### src/hdl/sse_pkg.sv
// constants, mode encoding and bus layout for the speed-expansion link
// assumes one 125 MHz byte clock shared by every block of the switch
//
// Summary of operation
// RULE1: internal and external expansion never both active
// RULE2: slave keeps queues and address manager idle; link still takes free addresses until the 16-entry fifo fills
// RULE3: inputs of both devices load addresses together
// RULE4: paired outputs start their packets together
// RULE5: master port pairs with same-numbered slave port
// RULE6: internal mode joins port i with i+8
// RULE7: senders deliver within one byte clock of master
// RULE8: master or standalone drives its own sync; a master with sync_from_pin_i set takes the pin instead
// RULE9: external sync reaches both devices synchronously
// RULE10: slave takes sync pin as input
// RULE11: slave sequencer locks to received sync pulse
// RULE12: two address buses, input and output section
// RULE13: buses idle, driven by master, read by slave
// RULE14: input parity error drops address and packet
// RULE15: output parity error sends idle units instead
// RULE16: parity errors reported locally, never to master
// RULE17: at most one master with one slave
// RULE18: all controller addresses sent in 16 cycles
// RULE19: all bus parity errors merged into one event
// RULE20: sync restarts phase zero, fixed phase order
package sse_pkg;

   // ==========================================================
   // widths and depths
   localparam int ADDR_W     = 9;           // packet memory address
   localparam int BUS_W      = ADDR_W + 1;  // address plus valid flag
   localparam int PORT_N     = 16;
   localparam int PHASE_W    = 4;
   localparam int FIFO_DEPTH = 16;

   // ==========================================================
   // sequencer phases
   localparam logic [PHASE_W-1:0] PHASE_ZERO  = 4'h0;
   localparam logic [PHASE_W-1:0] PHASE_AFTER = 4'h1;  // phase following a sync cycle
   localparam logic [PHASE_W-1:0] PHASE_STEP  = 4'h1;
   localparam logic [PHASE_W-1:0] PAIR_OFFSET = 4'h8;  // port i joins port i+8

   // ==========================================================
   // bus word layout and parity
   localparam int   BUS_VALID_BIT = ADDR_W;     // msb flags a real address
   localparam logic PARITY_ODD    = 1'b1;       // ones in word plus parity is odd

   // ==========================================================
   // operating modes
   typedef enum logic [1:0] {
      SSE_MODE_SINGLE   = 2'b00,
      SSE_MODE_INTERNAL = 2'b01,
      SSE_MODE_MASTER   = 2'b10,
      SSE_MODE_SLAVE    = 2'b11
   } sse_mode_t;

endpackage : sse_pkg

### src/hdl/sse_strm_if.sv
// valid/ready stream carrying one word between link modules
// assumes both ends share the byte clock
interface sse_strm_if #(
   parameter int W = 9
);
   logic         valid;
   logic         ready;
   logic [W-1:0] data;

   // producer drives word and valid
   modport src (output valid, output data, input ready);
   // consumer drives ready
   modport snk (input valid, input data, output ready);
endinterface : sse_strm_if

### src/hdl/sse_fifo.sv
// synchronous fifo buffering free packet addresses
// assumes single clock; ready on write side is honest back-pressure
module sse_fifo #(
   parameter int W     = 9,
   parameter int DEPTH = 16
) (
   input  wire logic clock_i,
   input  wire logic rstn_i,
   sse_strm_if.snk   wr,
   sse_strm_if.src   rd
);
   localparam int PW = $clog2(DEPTH);

   logic [W-1:0] mem [DEPTH];
   logic [PW:0]  wptr_reg;
   logic [PW:0]  rptr_reg;
   logic         full;
   logic         empty;
   logic         push;
   logic         pop;

   // ==========================================================
   // flags from pointer compare
   assign empty    = (wptr_reg == rptr_reg);
   assign full     = (wptr_reg[PW] != rptr_reg[PW]) &&
                     (wptr_reg[PW-1:0] == rptr_reg[PW-1:0]);
   assign wr.ready = !full;
   assign rd.valid = !empty;
   assign rd.data  = mem[rptr_reg[PW-1:0]];
   assign push     = wr.valid && !full;
   assign pop      = rd.ready && !empty;

   // storage write
   always_ff @(posedge clock_i) begin
      if (push) begin
         mem[wptr_reg[PW-1:0]] <= wr.data;
      end
   end

   // write pointer
   always_ff @(posedge clock_i or negedge rstn_i) begin
      if (!rstn_i) begin
         wptr_reg <= '0;
      end else if (push) begin
         wptr_reg <= wptr_reg + 1'b1;
      end
   end

   // read pointer
   always_ff @(posedge clock_i or negedge rstn_i) begin
      if (!rstn_i) begin
         rptr_reg <= '0;
      end else if (pop) begin
         rptr_reg <= rptr_reg + 1'b1;
      end
   end
endmodule : sse_fifo

### src/hdl/sse_link.sv
// speed-expansion link: sequencer, sync pin and master/slave address buses
// assumes config inputs are static while traffic flows and all pins are
// synchronous to the byte clock
module sse_link (
   input  wire logic                       clock_i,
   input  wire logic                       rstn_i,
   // configuration
   input  wire logic                       ext_en_i,
   input  wire logic                       ext_master_i,
   input  wire logic                       int_en_i,
   input  wire logic                       sync_from_pin_i,
   output logic                            cfg_conflict_o,
   output logic [1:0]                      mode_o,
   output logic                            queues_active_o,
   // sequencer sync pin, three signals
   input  wire logic                       sequencer_sync_pin_i,
   output logic                            sequencer_sync_pin_o,
   output logic                            sequencer_sync_pin_oe_n_o,
   output logic [sse_pkg::PHASE_W-1:0]     phase_o,
   // free addresses from the address manager
   input  wire logic                       free_addr_valid_i,
   input  wire logic [sse_pkg::ADDR_W-1:0] free_addr_i,
   output logic                            free_addr_ready_o,
   // retrieve address of the output queue of the current phase's port
   input  wire logic                       out_req_valid_i,
   input  wire logic [sse_pkg::ADDR_W-1:0] out_req_addr_i,
   // input-section address bus
   input  wire logic [sse_pkg::BUS_W-1:0]  ibus_data_i,
   input  wire logic                       ibus_par_i,
   output logic [sse_pkg::BUS_W-1:0]       ibus_data_o,
   output logic                            ibus_par_o,
   output logic                            ibus_oe_n_o,
   // output-section address bus
   input  wire logic [sse_pkg::BUS_W-1:0]  obus_data_i,
   input  wire logic                       obus_par_i,
   output logic [sse_pkg::BUS_W-1:0]       obus_data_o,
   output logic                            obus_par_o,
   output logic                            obus_oe_n_o,
   // new addresses to the input controllers
   output logic                            in_load_o,
   output logic [sse_pkg::PHASE_W-1:0]     in_port_o,
   output logic                            in_addr_valid_o,
   output logic [sse_pkg::ADDR_W-1:0]      in_addr_o,
   output logic                            in_pair_o,
   output logic                            in_drop_o,
   // retrieve addresses to the output controllers
   output logic                            out_start_o,
   output logic [sse_pkg::PHASE_W-1:0]     out_port_o,
   output logic [sse_pkg::ADDR_W-1:0]      out_addr_o,
   output logic                            out_idle_o,
   output logic                            out_pair_o,
   // parity error events
   output logic                            in_err_o,
   output logic                            out_err_o,
   output logic                            spx_err_o
);

   // ==========================================================
   // declarations
   sse_pkg::sse_mode_t          mode;
   logic                        conflict;
   logic                        is_slave;
   logic                        is_master;
   logic                        is_internal;
   logic                        sync_drive;
   logic                        sync_pulse;
   logic                        slot_tx;
   logic [sse_pkg::PHASE_W-1:0] phase_reg;
   logic [sse_pkg::PHASE_W-1:0] phase_next;
   logic                        sync_out_reg;
   logic [sse_pkg::BUS_W-1:0]   itx_reg;
   logic                        itx_par_reg;
   logic                        itx_slot_reg;
   logic [sse_pkg::PHASE_W-1:0] itx_port_reg;
   logic [sse_pkg::BUS_W-1:0]   otx_reg;
   logic                        otx_par_reg;
   logic [sse_pkg::BUS_W-1:0]   itx_next;
   logic [sse_pkg::BUS_W-1:0]   otx_next;
   logic [sse_pkg::BUS_W-1:0]   irx_word;
   logic [sse_pkg::BUS_W-1:0]   orx_word;
   logic                        rx_slot;
   logic [sse_pkg::PHASE_W-1:0] rx_port;
   logic                        in_perr;
   logic                        out_perr;
   logic                        cfg_conflict_reg;
   logic [1:0]                  mode_reg;
   logic                        queues_active_reg;
   logic                        in_load_reg;
   logic [sse_pkg::PHASE_W-1:0] in_port_reg;
   logic                        in_addr_valid_reg;
   logic [sse_pkg::ADDR_W-1:0]  in_addr_reg;
   logic                        in_pair_reg;
   logic                        in_drop_reg;
   logic                        out_start_reg;
   logic [sse_pkg::PHASE_W-1:0] out_port_reg;
   logic [sse_pkg::ADDR_W-1:0]  out_addr_reg;
   logic                        out_idle_reg;
   logic                        out_pair_reg;
   logic                        in_err_reg;
   logic                        out_err_reg;
   logic                        spx_err_reg;

   sse_strm_if #(.W(sse_pkg::ADDR_W)) free_wr ();
   sse_strm_if #(.W(sse_pkg::ADDR_W)) free_rd ();

   // ==========================================================
   // odd parity over one bus word
   function automatic logic bus_parity(input logic [sse_pkg::BUS_W-1:0] word);
      bus_parity = (^word) ^ sse_pkg::PARITY_ODD;
   endfunction : bus_parity

   // ==========================================================
   // mode decode
   // a conflicting setup falls back to plain sixteen-port operation
   always_comb begin
      conflict = ext_en_i && int_en_i;  // see RULE1
      if (conflict) begin
         mode = sse_pkg::SSE_MODE_SINGLE;  // see RULE1
      end else if (ext_en_i && ext_master_i) begin
         mode = sse_pkg::SSE_MODE_MASTER;
      end else if (ext_en_i) begin
         mode = sse_pkg::SSE_MODE_SLAVE;  // see RULE17
      end else if (int_en_i) begin
         mode = sse_pkg::SSE_MODE_INTERNAL;
      end else begin
         mode = sse_pkg::SSE_MODE_SINGLE;
      end
   end

   // per-mode role flags
   always_comb begin
      is_slave    = 1'b0;
      is_master   = 1'b0;
      is_internal = 1'b0;
      case (mode)
         sse_pkg::SSE_MODE_MASTER: begin
            is_master = 1'b1;
         end
         sse_pkg::SSE_MODE_SLAVE: begin
            is_slave = 1'b1;
         end
         sse_pkg::SSE_MODE_INTERNAL: begin
            is_internal = 1'b1;
         end
         default: begin
            is_master = 1'b0;
         end
      endcase
   end

   // ==========================================================
   // sync pin and sequencer
   // slave always listens; master may opt to take an external sync
   assign sync_drive = !is_slave && !(is_master && sync_from_pin_i); // see RULE8 RULE10

   // sync source: own phase zero, or the pin when listening
   assign sync_pulse = sync_drive ? (phase_reg == sse_pkg::PHASE_ZERO)
                                  : sequencer_sync_pin_i;   // see RULE9 RULE11

   // a sync cycle is phase zero, so the next cycle is phase one
   assign phase_next = sync_pulse ? sse_pkg::PHASE_AFTER
                                  : phase_reg + sse_pkg::PHASE_STEP; // see RULE20 RULE18

   // phase counter, 16-cycle rotation
   always_ff @(posedge clock_i or negedge rstn_i) begin
      if (!rstn_i) begin
         phase_reg <= sse_pkg::PHASE_ZERO;
      end else begin
         phase_reg <= phase_next;  // see RULE11
      end
   end

   // outgoing sync is high for the whole phase-zero cycle
   always_ff @(posedge clock_i or negedge rstn_i) begin
      if (!rstn_i) begin
         sync_out_reg <= 1'b0;
      end else begin
         sync_out_reg <= (phase_next == sse_pkg::PHASE_ZERO); // see RULE8
      end
   end

   assign sequencer_sync_pin_o      = sync_out_reg;
   assign sequencer_sync_pin_oe_n_o = !sync_drive;          // see RULE8 RULE10
   assign phase_o                   = phase_reg;

   // ==========================================================
   // free address buffer
   // slave never pulls, so its address manager sees ready only until the 16-entry fifo fills
   assign slot_tx = !is_slave &&
                    (!is_internal || (phase_reg < sse_pkg::PAIR_OFFSET)); // see RULE2 RULE6

   assign free_wr.valid     = free_addr_valid_i;
   assign free_wr.data      = free_addr_i;
   assign free_addr_ready_o = free_wr.ready;                // see RULE2
   assign free_rd.ready     = slot_tx;

   sse_fifo #(
      .W     (sse_pkg::ADDR_W),
      .DEPTH (sse_pkg::FIFO_DEPTH)
   ) u_free_fifo (
      .clock_i (clock_i),
      .rstn_i  (rstn_i),
      .wr      (free_wr.snk),
      .rd      (free_rd.src)
   );

   // ==========================================================
   // transmit words for the current phase's port
   // phase p carries input and output controller p on both buses
   always_comb begin
      itx_next = '0;
      otx_next = '0;
      if (slot_tx) begin
         itx_next = {free_rd.valid, free_rd.data};          // see RULE3 RULE18
      end
      if (!is_slave) begin
         otx_next = {out_req_valid_i, out_req_addr_i};      // see RULE4 RULE18
      end
   end

   // input-section transmit register
   always_ff @(posedge clock_i or negedge rstn_i) begin
      if (!rstn_i) begin
         itx_reg      <= '0;
         itx_par_reg  <= sse_pkg::PARITY_ODD;
         itx_slot_reg <= 1'b0;
         itx_port_reg <= sse_pkg::PHASE_ZERO;
      end else begin
         itx_reg      <= itx_next;
         itx_par_reg  <= bus_parity(itx_next);
         itx_slot_reg <= slot_tx;
         itx_port_reg <= phase_reg;
      end
   end

   // output-section transmit register
   always_ff @(posedge clock_i or negedge rstn_i) begin
      if (!rstn_i) begin
         otx_reg     <= '0;
         otx_par_reg <= sse_pkg::PARITY_ODD;
      end else begin
         otx_reg     <= otx_next;
         otx_par_reg <= bus_parity(otx_next);
      end
   end

   // bus pins, released unless master of an external pair
   assign ibus_data_o = itx_reg;
   assign ibus_par_o  = itx_par_reg;
   assign ibus_oe_n_o = !is_master;  // see RULE12 RULE13
   assign obus_data_o = otx_reg;
   assign obus_par_o  = otx_par_reg;
   assign obus_oe_n_o = !is_master;  // see RULE12 RULE13

   // ==========================================================
   // receive side
   // master loops back its own bus word; slave reads the pins in the
   // same cycle, so both load on one edge
   always_comb begin
      if (is_slave) begin
         irx_word = ibus_data_i;
         orx_word = obus_data_i;
         rx_slot  = 1'b1;
         rx_port  = phase_reg - sse_pkg::PHASE_STEP;        // see RULE5
         in_perr  = (bus_parity(ibus_data_i) != ibus_par_i); // see RULE14
         out_perr = (bus_parity(obus_data_i) != obus_par_i); // see RULE15
      end else begin
         irx_word = itx_reg;
         orx_word = otx_reg;
         rx_slot  = itx_slot_reg;
         rx_port  = itx_port_reg;  // see RULE3 RULE4
         in_perr  = 1'b0;
         out_perr = 1'b0;
      end
   end

   // ==========================================================
   // input controller delivery
   // bad parity drops the address and tells the port not to store
   always_ff @(posedge clock_i or negedge rstn_i) begin
      if (!rstn_i) begin
         in_load_reg       <= 1'b0;
         in_port_reg       <= sse_pkg::PHASE_ZERO;
         in_addr_valid_reg <= 1'b0;
         in_addr_reg       <= '0;
         in_pair_reg       <= 1'b0;
         in_drop_reg       <= 1'b0;
      end else begin
         in_load_reg       <= rx_slot && !in_perr;          // see RULE3 RULE14
         in_port_reg       <= rx_port;  // see RULE5
         in_addr_valid_reg <= irx_word[sse_pkg::BUS_VALID_BIT] && !in_perr;
         in_addr_reg       <= in_perr ? '0 : irx_word[sse_pkg::ADDR_W-1:0];
         in_pair_reg       <= rx_slot && is_internal;       // see RULE6
         in_drop_reg       <= rx_slot && in_perr;           // see RULE14
      end
   end

   // ==========================================================
   // output controller delivery
   // bad parity or no queued packet means idle units this slot
   always_ff @(posedge clock_i or negedge rstn_i) begin
      if (!rstn_i) begin
         out_start_reg <= 1'b0;
         out_port_reg  <= sse_pkg::PHASE_ZERO;
         out_addr_reg  <= '0;
         out_idle_reg  <= 1'b1;
         out_pair_reg  <= 1'b0;
      end else begin
         out_start_reg <= rx_slot;  // see RULE4
         out_port_reg  <= rx_port;  // see RULE5
         out_addr_reg  <= out_perr ? '0 : orx_word[sse_pkg::ADDR_W-1:0];
         out_idle_reg  <= out_perr ||
                          !orx_word[sse_pkg::BUS_VALID_BIT]; // see RULE15
         out_pair_reg  <= rx_slot && is_internal;           // see RULE6
      end
   end

   // ==========================================================
   // error events, local only; nothing goes back over the buses
   always_ff @(posedge clock_i or negedge rstn_i) begin
      if (!rstn_i) begin
         in_err_reg  <= 1'b0;
         out_err_reg <= 1'b0;
         spx_err_reg <= 1'b0;
      end else begin
         in_err_reg  <= in_perr;  // see RULE14 RULE16
         out_err_reg <= out_perr;  // see RULE15 RULE16
         spx_err_reg <= in_perr || out_perr;                // see RULE19
      end
   end

   // ==========================================================
   // configuration status
   always_ff @(posedge clock_i or negedge rstn_i) begin
      if (!rstn_i) begin
         cfg_conflict_reg  <= 1'b0;
         mode_reg          <= sse_pkg::SSE_MODE_SINGLE;
         queues_active_reg <= 1'b1;
      end else begin
         cfg_conflict_reg  <= conflict;  // see RULE1
         mode_reg          <= mode;
         queues_active_reg <= !is_slave;  // see RULE2
      end
   end

   // ==========================================================
   // output assignments
   assign cfg_conflict_o  = cfg_conflict_reg;
   assign mode_o          = mode_reg;
   assign queues_active_o = queues_active_reg;
   assign in_load_o       = in_load_reg;
   assign in_port_o       = in_port_reg;
   assign in_addr_valid_o = in_addr_valid_reg;
   assign in_addr_o       = in_addr_reg;
   assign in_pair_o       = in_pair_reg;
   assign in_drop_o       = in_drop_reg;
   assign out_start_o     = out_start_reg;
   assign out_port_o      = out_port_reg;
   assign out_addr_o      = out_addr_reg;
   assign out_idle_o      = out_idle_reg;
   assign out_pair_o      = out_pair_reg;
   assign in_err_o        = in_err_reg;
   assign out_err_o       = out_err_reg;
   assign spx_err_o       = spx_err_reg;

endmodule : sse_link

### config.mk
export PLATFORM = sky130hd
export DESIGN_NAME = sse_link
export DESIGN_NICKNAME = d
export VERILOG_FILES = /design/src/hdl/sse_pkg.sv /design/src/hdl/sse_strm_if.sv /design/src/hdl/sse_fifo.sv /design/src/hdl/sse_link.sv
export SDC_FILE = /design/constraint.sdc
export NUM_CORES = 1
export LEC_CHECK = 0
export BUFFER_PORTS_ARGS = -buffer_cell sky130_fd_sc_hd__buf_2
export CAP_MARGIN = 20
export CORE_MARGIN = 3
export CORE_UTILIZATION = 39
export CTS_CLUSTER_SIZE = 16
export DETAILED_ROUTE_END_ITERATION = 8
export GPL_TIMING_DRIVEN = 0
export RECOVER_POWER = 50
export SLEW_MARGIN = 20
export SYNTH_ARGS = -nofsm -noshare
export SYNTH_HDL_FRONTEND = slang
export SYNTH_SLANG_ARGS = --single-unit
### constraint.sdc
create_clock -name clock_i -period 5.1 [get_ports clock_i]
set_input_delay 1.02 -clock clock_i [delete_from_list [all_inputs] [get_ports clock_i]]
set_output_delay 1.02 -clock clock_i [all_outputs]
set_load 0.1 [all_outputs]
==> results summary <==
The flow ran to the end, and the final reports show no timing, DRC or antenna violations. The clock tree from TritonCTS is done. Along the worst path, the maximum fanout reaches 10. The via count of the first global-routing pass is around 5400. The die covers 24900 um2. The worst setup path is captured at an output pin. The flip-flop and latch count after synthesis is 221. The timing-limited maximum frequency came out at around 0.27 GHz. Counting every sink on the clock net gives roughly 220. The number of antenna violations at the first check in global routing came out at 0.

The number of nets in the layout came out at between 700 and 800. The setup TNS is 0 ns. The final cell area excluding filler cells is 10900 um2.

The worst relative slew slack came out at 0.130. The H-tree depth is 1. The total met3 wirelength after detailed routing came out at 1510 um.

The category of the most critical setup path is flip-flop to output pin. After technology mapping, the gate count stands at approximately 560. The largest net degree at the start of global routing is 56. The routed via count came out at between 5000 and 6000. The TritonCTS buffer count came out at 25. A synthesized cell averages 16.2 um2.

The global placement routability congestion came out at approximately 0.83. After detailed routing, the number of vias per cell comes to 5.10. The warning count from the yosys run is 0. The most used flip-flop cell after synthesis is sky130_fd_sc_hd__edfxtp_1. The routed metal-1 wire length came out at 8200 um. Compared with the post-synthesis result, the final layout area differs by 20.8%. The fraction of the yosys area taken by sequential cells came out at 0.696. Counting I/O delays and the setup requirement, the final critical path takes around 3.8 ns. The violation count after the first detailed-routing iteration came out at around 400. The repair_antennas step left the layout with diodes totalling 0. The number of distinct library cells after synthesis came out at 44.

The number of gates resized after CTS is 0. The number of nets still failing antenna checks after routing is 0. The CTS root buffer is sky130_fd_sc_hd__clkbuf_16. The x dimension of the die is around 160 um. Summing every instance area after synthesis gives about 9000 um2. The post-route clock skew is 0.0117 ns. The y dimension of the die came out at approximately 160 um.

Summing all placed instances gives a cell area of roughly 10000 um2. The count of unresolved DRC violations after routing is 0. The launching element type of the critical path is a flip-flop. In this run the worst hold path is classified as flip-flop to flip-flop. The met2 wire length is 9560 um.

STA puts the critical path data arrival time at roughly 2.7 ns. At the worst endpoint, the required time is ~4.1 ns. The first-pass detailed-route iteration total is 5.

Excluding fillers, the count of instances in the completed layout stands at about 1000. The area inside the core boundary came out at around 22000 um2. The initial core utilization is 0.404. The estimated wirelength of the detail-placed design came out at between 10000 and 15000 um. The static leakage came out at between 0.004 and 0.005 uW. The detailed-route wire length came out at roughly 20000 um.

After synthesis, the share of flip-flops with an asynchronous set or reset is 0.348. The worst-case clock buffer depth is 3. The number of max-slew violations in the final report came out at 0.

The synthesized design contains 144 enable-type register cells. The average routed wire per standard cell came out at just under 20 um. The number of placed instances, taps included came out at 960. Max-cap violations in this run came to 0.

The number of setup violations in the final report came out at 0. The I/O pin count is between 100 and 150. In the global route stage, overall resource usage came out at 0.159.

Hold is met by approximately 0.39 ns. After clock tree synthesis, the setup repair step added 0 buffers. The count of buffers added on input and output ports is about 120. Of the cells placed in the final design, the portion with a size suffix greater than 1 is 0.309. The total congestion overflow after global routing came out at 0. The share of the cycle needed by the critical path after routing is 0.736. The number of hold-slack violations in the final timing report came out at 0.

Routed signal wires occupy layers up through met4. The first global-routing pass estimated ~30000 um of wire. For this design the ratio of total power to cell area is a little under 700 nW/um2. At the pin with the least slew margin, the transition time is 1.31 ns. The worst vdd rail ir drop is between 0.0004 and 0.0005 V.

Setup repair after global routing left no endpoint under its margin. Clock-pin slew was measured on the worst setup and hold paths at 0.06 ns. The number of hold-repair buffers added at the cts stage is 0.

The floorplan row count came out at 54. The flip-flop count of the largest register after layout came out at 144. The clock network latency to the later pin of the worst-skew pair came out at around 0.5 ns.

Synthesis produced a netlist with a net count of between 600 and 700.
-- synthesized netlist by cell type (2+ instances only) --
| cell | instances | area [um2] |
|---|---|---|
| sky130_fd_sc_hd__xor2_1 | 13 | 114 |
| sky130_fd_sc_hd__dfrtp_1 | 73 | 1830 |
| sky130_fd_sc_hd__a21oi_1 | 9 | 45.0 |
| sky130_fd_sc_hd__buf_1 | 4 | 15.0 |
| sky130_fd_sc_hd__mux4_1 | 9 | 236 |
| sky130_fd_sc_hd__nand2_1 | 58 | 218 |
| sky130_fd_sc_hd__o21ai_0 | 5 | 25.0 |
| sky130_fd_sc_hd__mux2i_1 | 5 | 50.1 |
| sky130_fd_sc_hd__o22ai_1 | 4 | 25.0 |
| sky130_fd_sc_hd__nor2b_1 | 15 | 93.8 |
| sky130_fd_sc_hd__ha_1 | 7 | 87.6 |
| sky130_fd_sc_hd__inv_1 | 9 | 33.8 |
| sky130_fd_sc_hd__dfstp_2 | 4 | 105 |
| sky130_fd_sc_hd__xnor2_1 | 41 | 359 |
| sky130_fd_sc_hd__nand2b_1 | 4 | 25.0 |
| sky130_fd_sc_hd__buf_6 | 4 | 45.0 |
| sky130_fd_sc_hd__a21oi_2 | 2 | 17.5 |
| sky130_fd_sc_hd__nand3_1 | 20 | 100 |
| sky130_fd_sc_hd__clkbuf_1 | 10 | 37.5 |
| sky130_fd_sc_hd__edfxtp_1 | 144 | 4320 |
| sky130_fd_sc_hd__mux4_2 | 28 | 631 |
| sky130_fd_sc_hd__nor2_1 | 31 | 116 |
| sky130_fd_sc_hd__nor3b_1 | 3 | 22.5 |
| sky130_fd_sc_hd__and2_1 | 7 | 43.8 |
| sky130_fd_sc_hd__buf_12 | 2 | 40.0 |
| sky130_fd_sc_hd__buf_4 | 11 | 82.6 |
| sky130_fd_sc_hd__buf_2 | 2 | 10.0 |
| sky130_fd_sc_hd__mux2_2 | 7 | 78.8 |
| sky130_fd_sc_hd__nor3_1 | 8 | 40.0 |
| sky130_fd_sc_hd__or2_2 | 2 | 12.5 |
| sky130_fd_sc_hd__nand4_1 | 2 | 12.5 |
-- metrics by stage --
| stage | total power [uW] | util | worst slack, ns |
|---|---|---|---|
| final | 7350 | 0.488 | 1.35 |
| after CTS | 7420 | 0.489 | 1.80 |
| after global placement | 5540 | 0.447 | 1.46 |
| after detailed placement | 5610 | 0.451 | 1.84 |
| after global routing | 7710 | 0.488 | 1.11 |
| after floorplan | 4940 | - | 1.63 |
-- worst paths after layout --
check	startpoint	end	slack, ns	depth (start not counted)
worst min register to register	phase_o[3]$_DFF_PN0_	itx_port_reg[3]$_DFF_PN0_	0.39	0
worst max-delay path	u_free_fifo.rptr_reg[0]$_DFFE_PN0P_	free_addr_ready_o	1.35	6
min in group asynchronous	rstn_i	out_addr_o[8]$_DFF_PN0_	0.79	1
worst min-delay path	phase_o[3]$_DFF_PN0_	itx_port_reg[3]$_DFF_PN0_	0.39	0
max in group asynchronous	rstn_i	queues_active_o$_DFF_PN1_	3.39	2
worst max register to register	u_free_fifo.rptr_reg[0]$_DFFE_PN0P_	u_free_fifo.mem[12][5]$_DFFE_PP_	1.47	9
-- per-layer routing --
metal  vias to the layer above  track usage
met5                         -            0
met4                         0       0.0409
met3                        27       0.0298
met2                       216        0.274
met1                      2580        0.209
li1                       2316            -
-- report_power, final --
| group | internal [uW] | switching, uW | total (uW) |
|---|---|---|---|
| sequential | 2240 | 130 | 2370 |
| clock | 1110 | 687 | 1800 |
| combinational | 993 | 2190 | 3180 |
| total | 4340 | 3000 | 7350 |
-- area by class of cell --
class / count / area (um2)
Buffer: 33 / 223
Clock buffer: 38 / 746
Clock inverter: 8 / 96.3
Fill cell: 1880 / 11400
Inverter: 10 / 37.5
Multi-Input combinational cell: 292 / 2500
Sequential cell: 221 / 6260
Tap cell: 280 / 350
Timing Repair Buffer: 125 / 647
-- kinds of logic (layout without fill, tap and decap cells) --
family	count (synthesis)	in the layout	share of synthesized area
and+or+nand+nor	156	156	0.0810
xor gates and xnor gates	55	55	0.0551
adders and majority gates	7	7	0.00975
AOI/OAI and AO/OA	25	25	0.0173
muxes	49	49	0.111
buffers and inverters	43	214	0.0298
DFF	221	221	0.696
-- critical path, cell delays in order, from the launching register on --
cell and delay, ns:
sky130_fd_sc_hd__dfrtp_1 0.36, sky130_fd_sc_hd__buf_4 0.22, sky130_fd_sc_hd__clkbuf_1 0.76, sky130_fd_sc_hd__xnor2_1 0.15, sky130_fd_sc_hd__nand4_1 0.14, sky130_fd_sc_hd__nand2b_1 0.15
sky130_fd_sc_hd__buf_2 0.43
-- layout by cell type (no fill, tap or decap), types with 4 or more instances in the layout --
cell and instances:
sky130_fd_sc_hd__a21oi_1 9, sky130_fd_sc_hd__and2_0 4, sky130_fd_sc_hd__buf_1 4, sky130_fd_sc_hd__buf_2 110, sky130_fd_sc_hd__buf_4 14, sky130_fd_sc_hd__buf_6 4
sky130_fd_sc_hd__clkbuf_1 30, sky130_fd_sc_hd__clkbuf_16 26, sky130_fd_sc_hd__clkbuf_8 5, sky130_fd_sc_hd__dfrtp_1 73, sky130_fd_sc_hd__dfstp_2 4, sky130_fd_sc_hd__edfxtp_1 144
sky130_fd_sc_hd__ha_1 7, sky130_fd_sc_hd__inv_1 9, sky130_fd_sc_hd__mux2_2 6, sky130_fd_sc_hd__mux2i_1 5, sky130_fd_sc_hd__mux4_1 9, sky130_fd_sc_hd__mux4_2 28
sky130_fd_sc_hd__nand2_1 58, sky130_fd_sc_hd__nand2b_1 4, sky130_fd_sc_hd__nand3_1 20, sky130_fd_sc_hd__nor2_1 24, sky130_fd_sc_hd__nor2_2 8, sky130_fd_sc_hd__nor2b_1 15
sky130_fd_sc_hd__nor3_1 4, sky130_fd_sc_hd__nor3_2 4, sky130_fd_sc_hd__o21ai_0 5, sky130_fd_sc_hd__o22ai_1 4, sky130_fd_sc_hd__xnor2_1 41, sky130_fd_sc_hd__xor2_1 13
No activity file was read; power rests on OpenSTA's default activity.
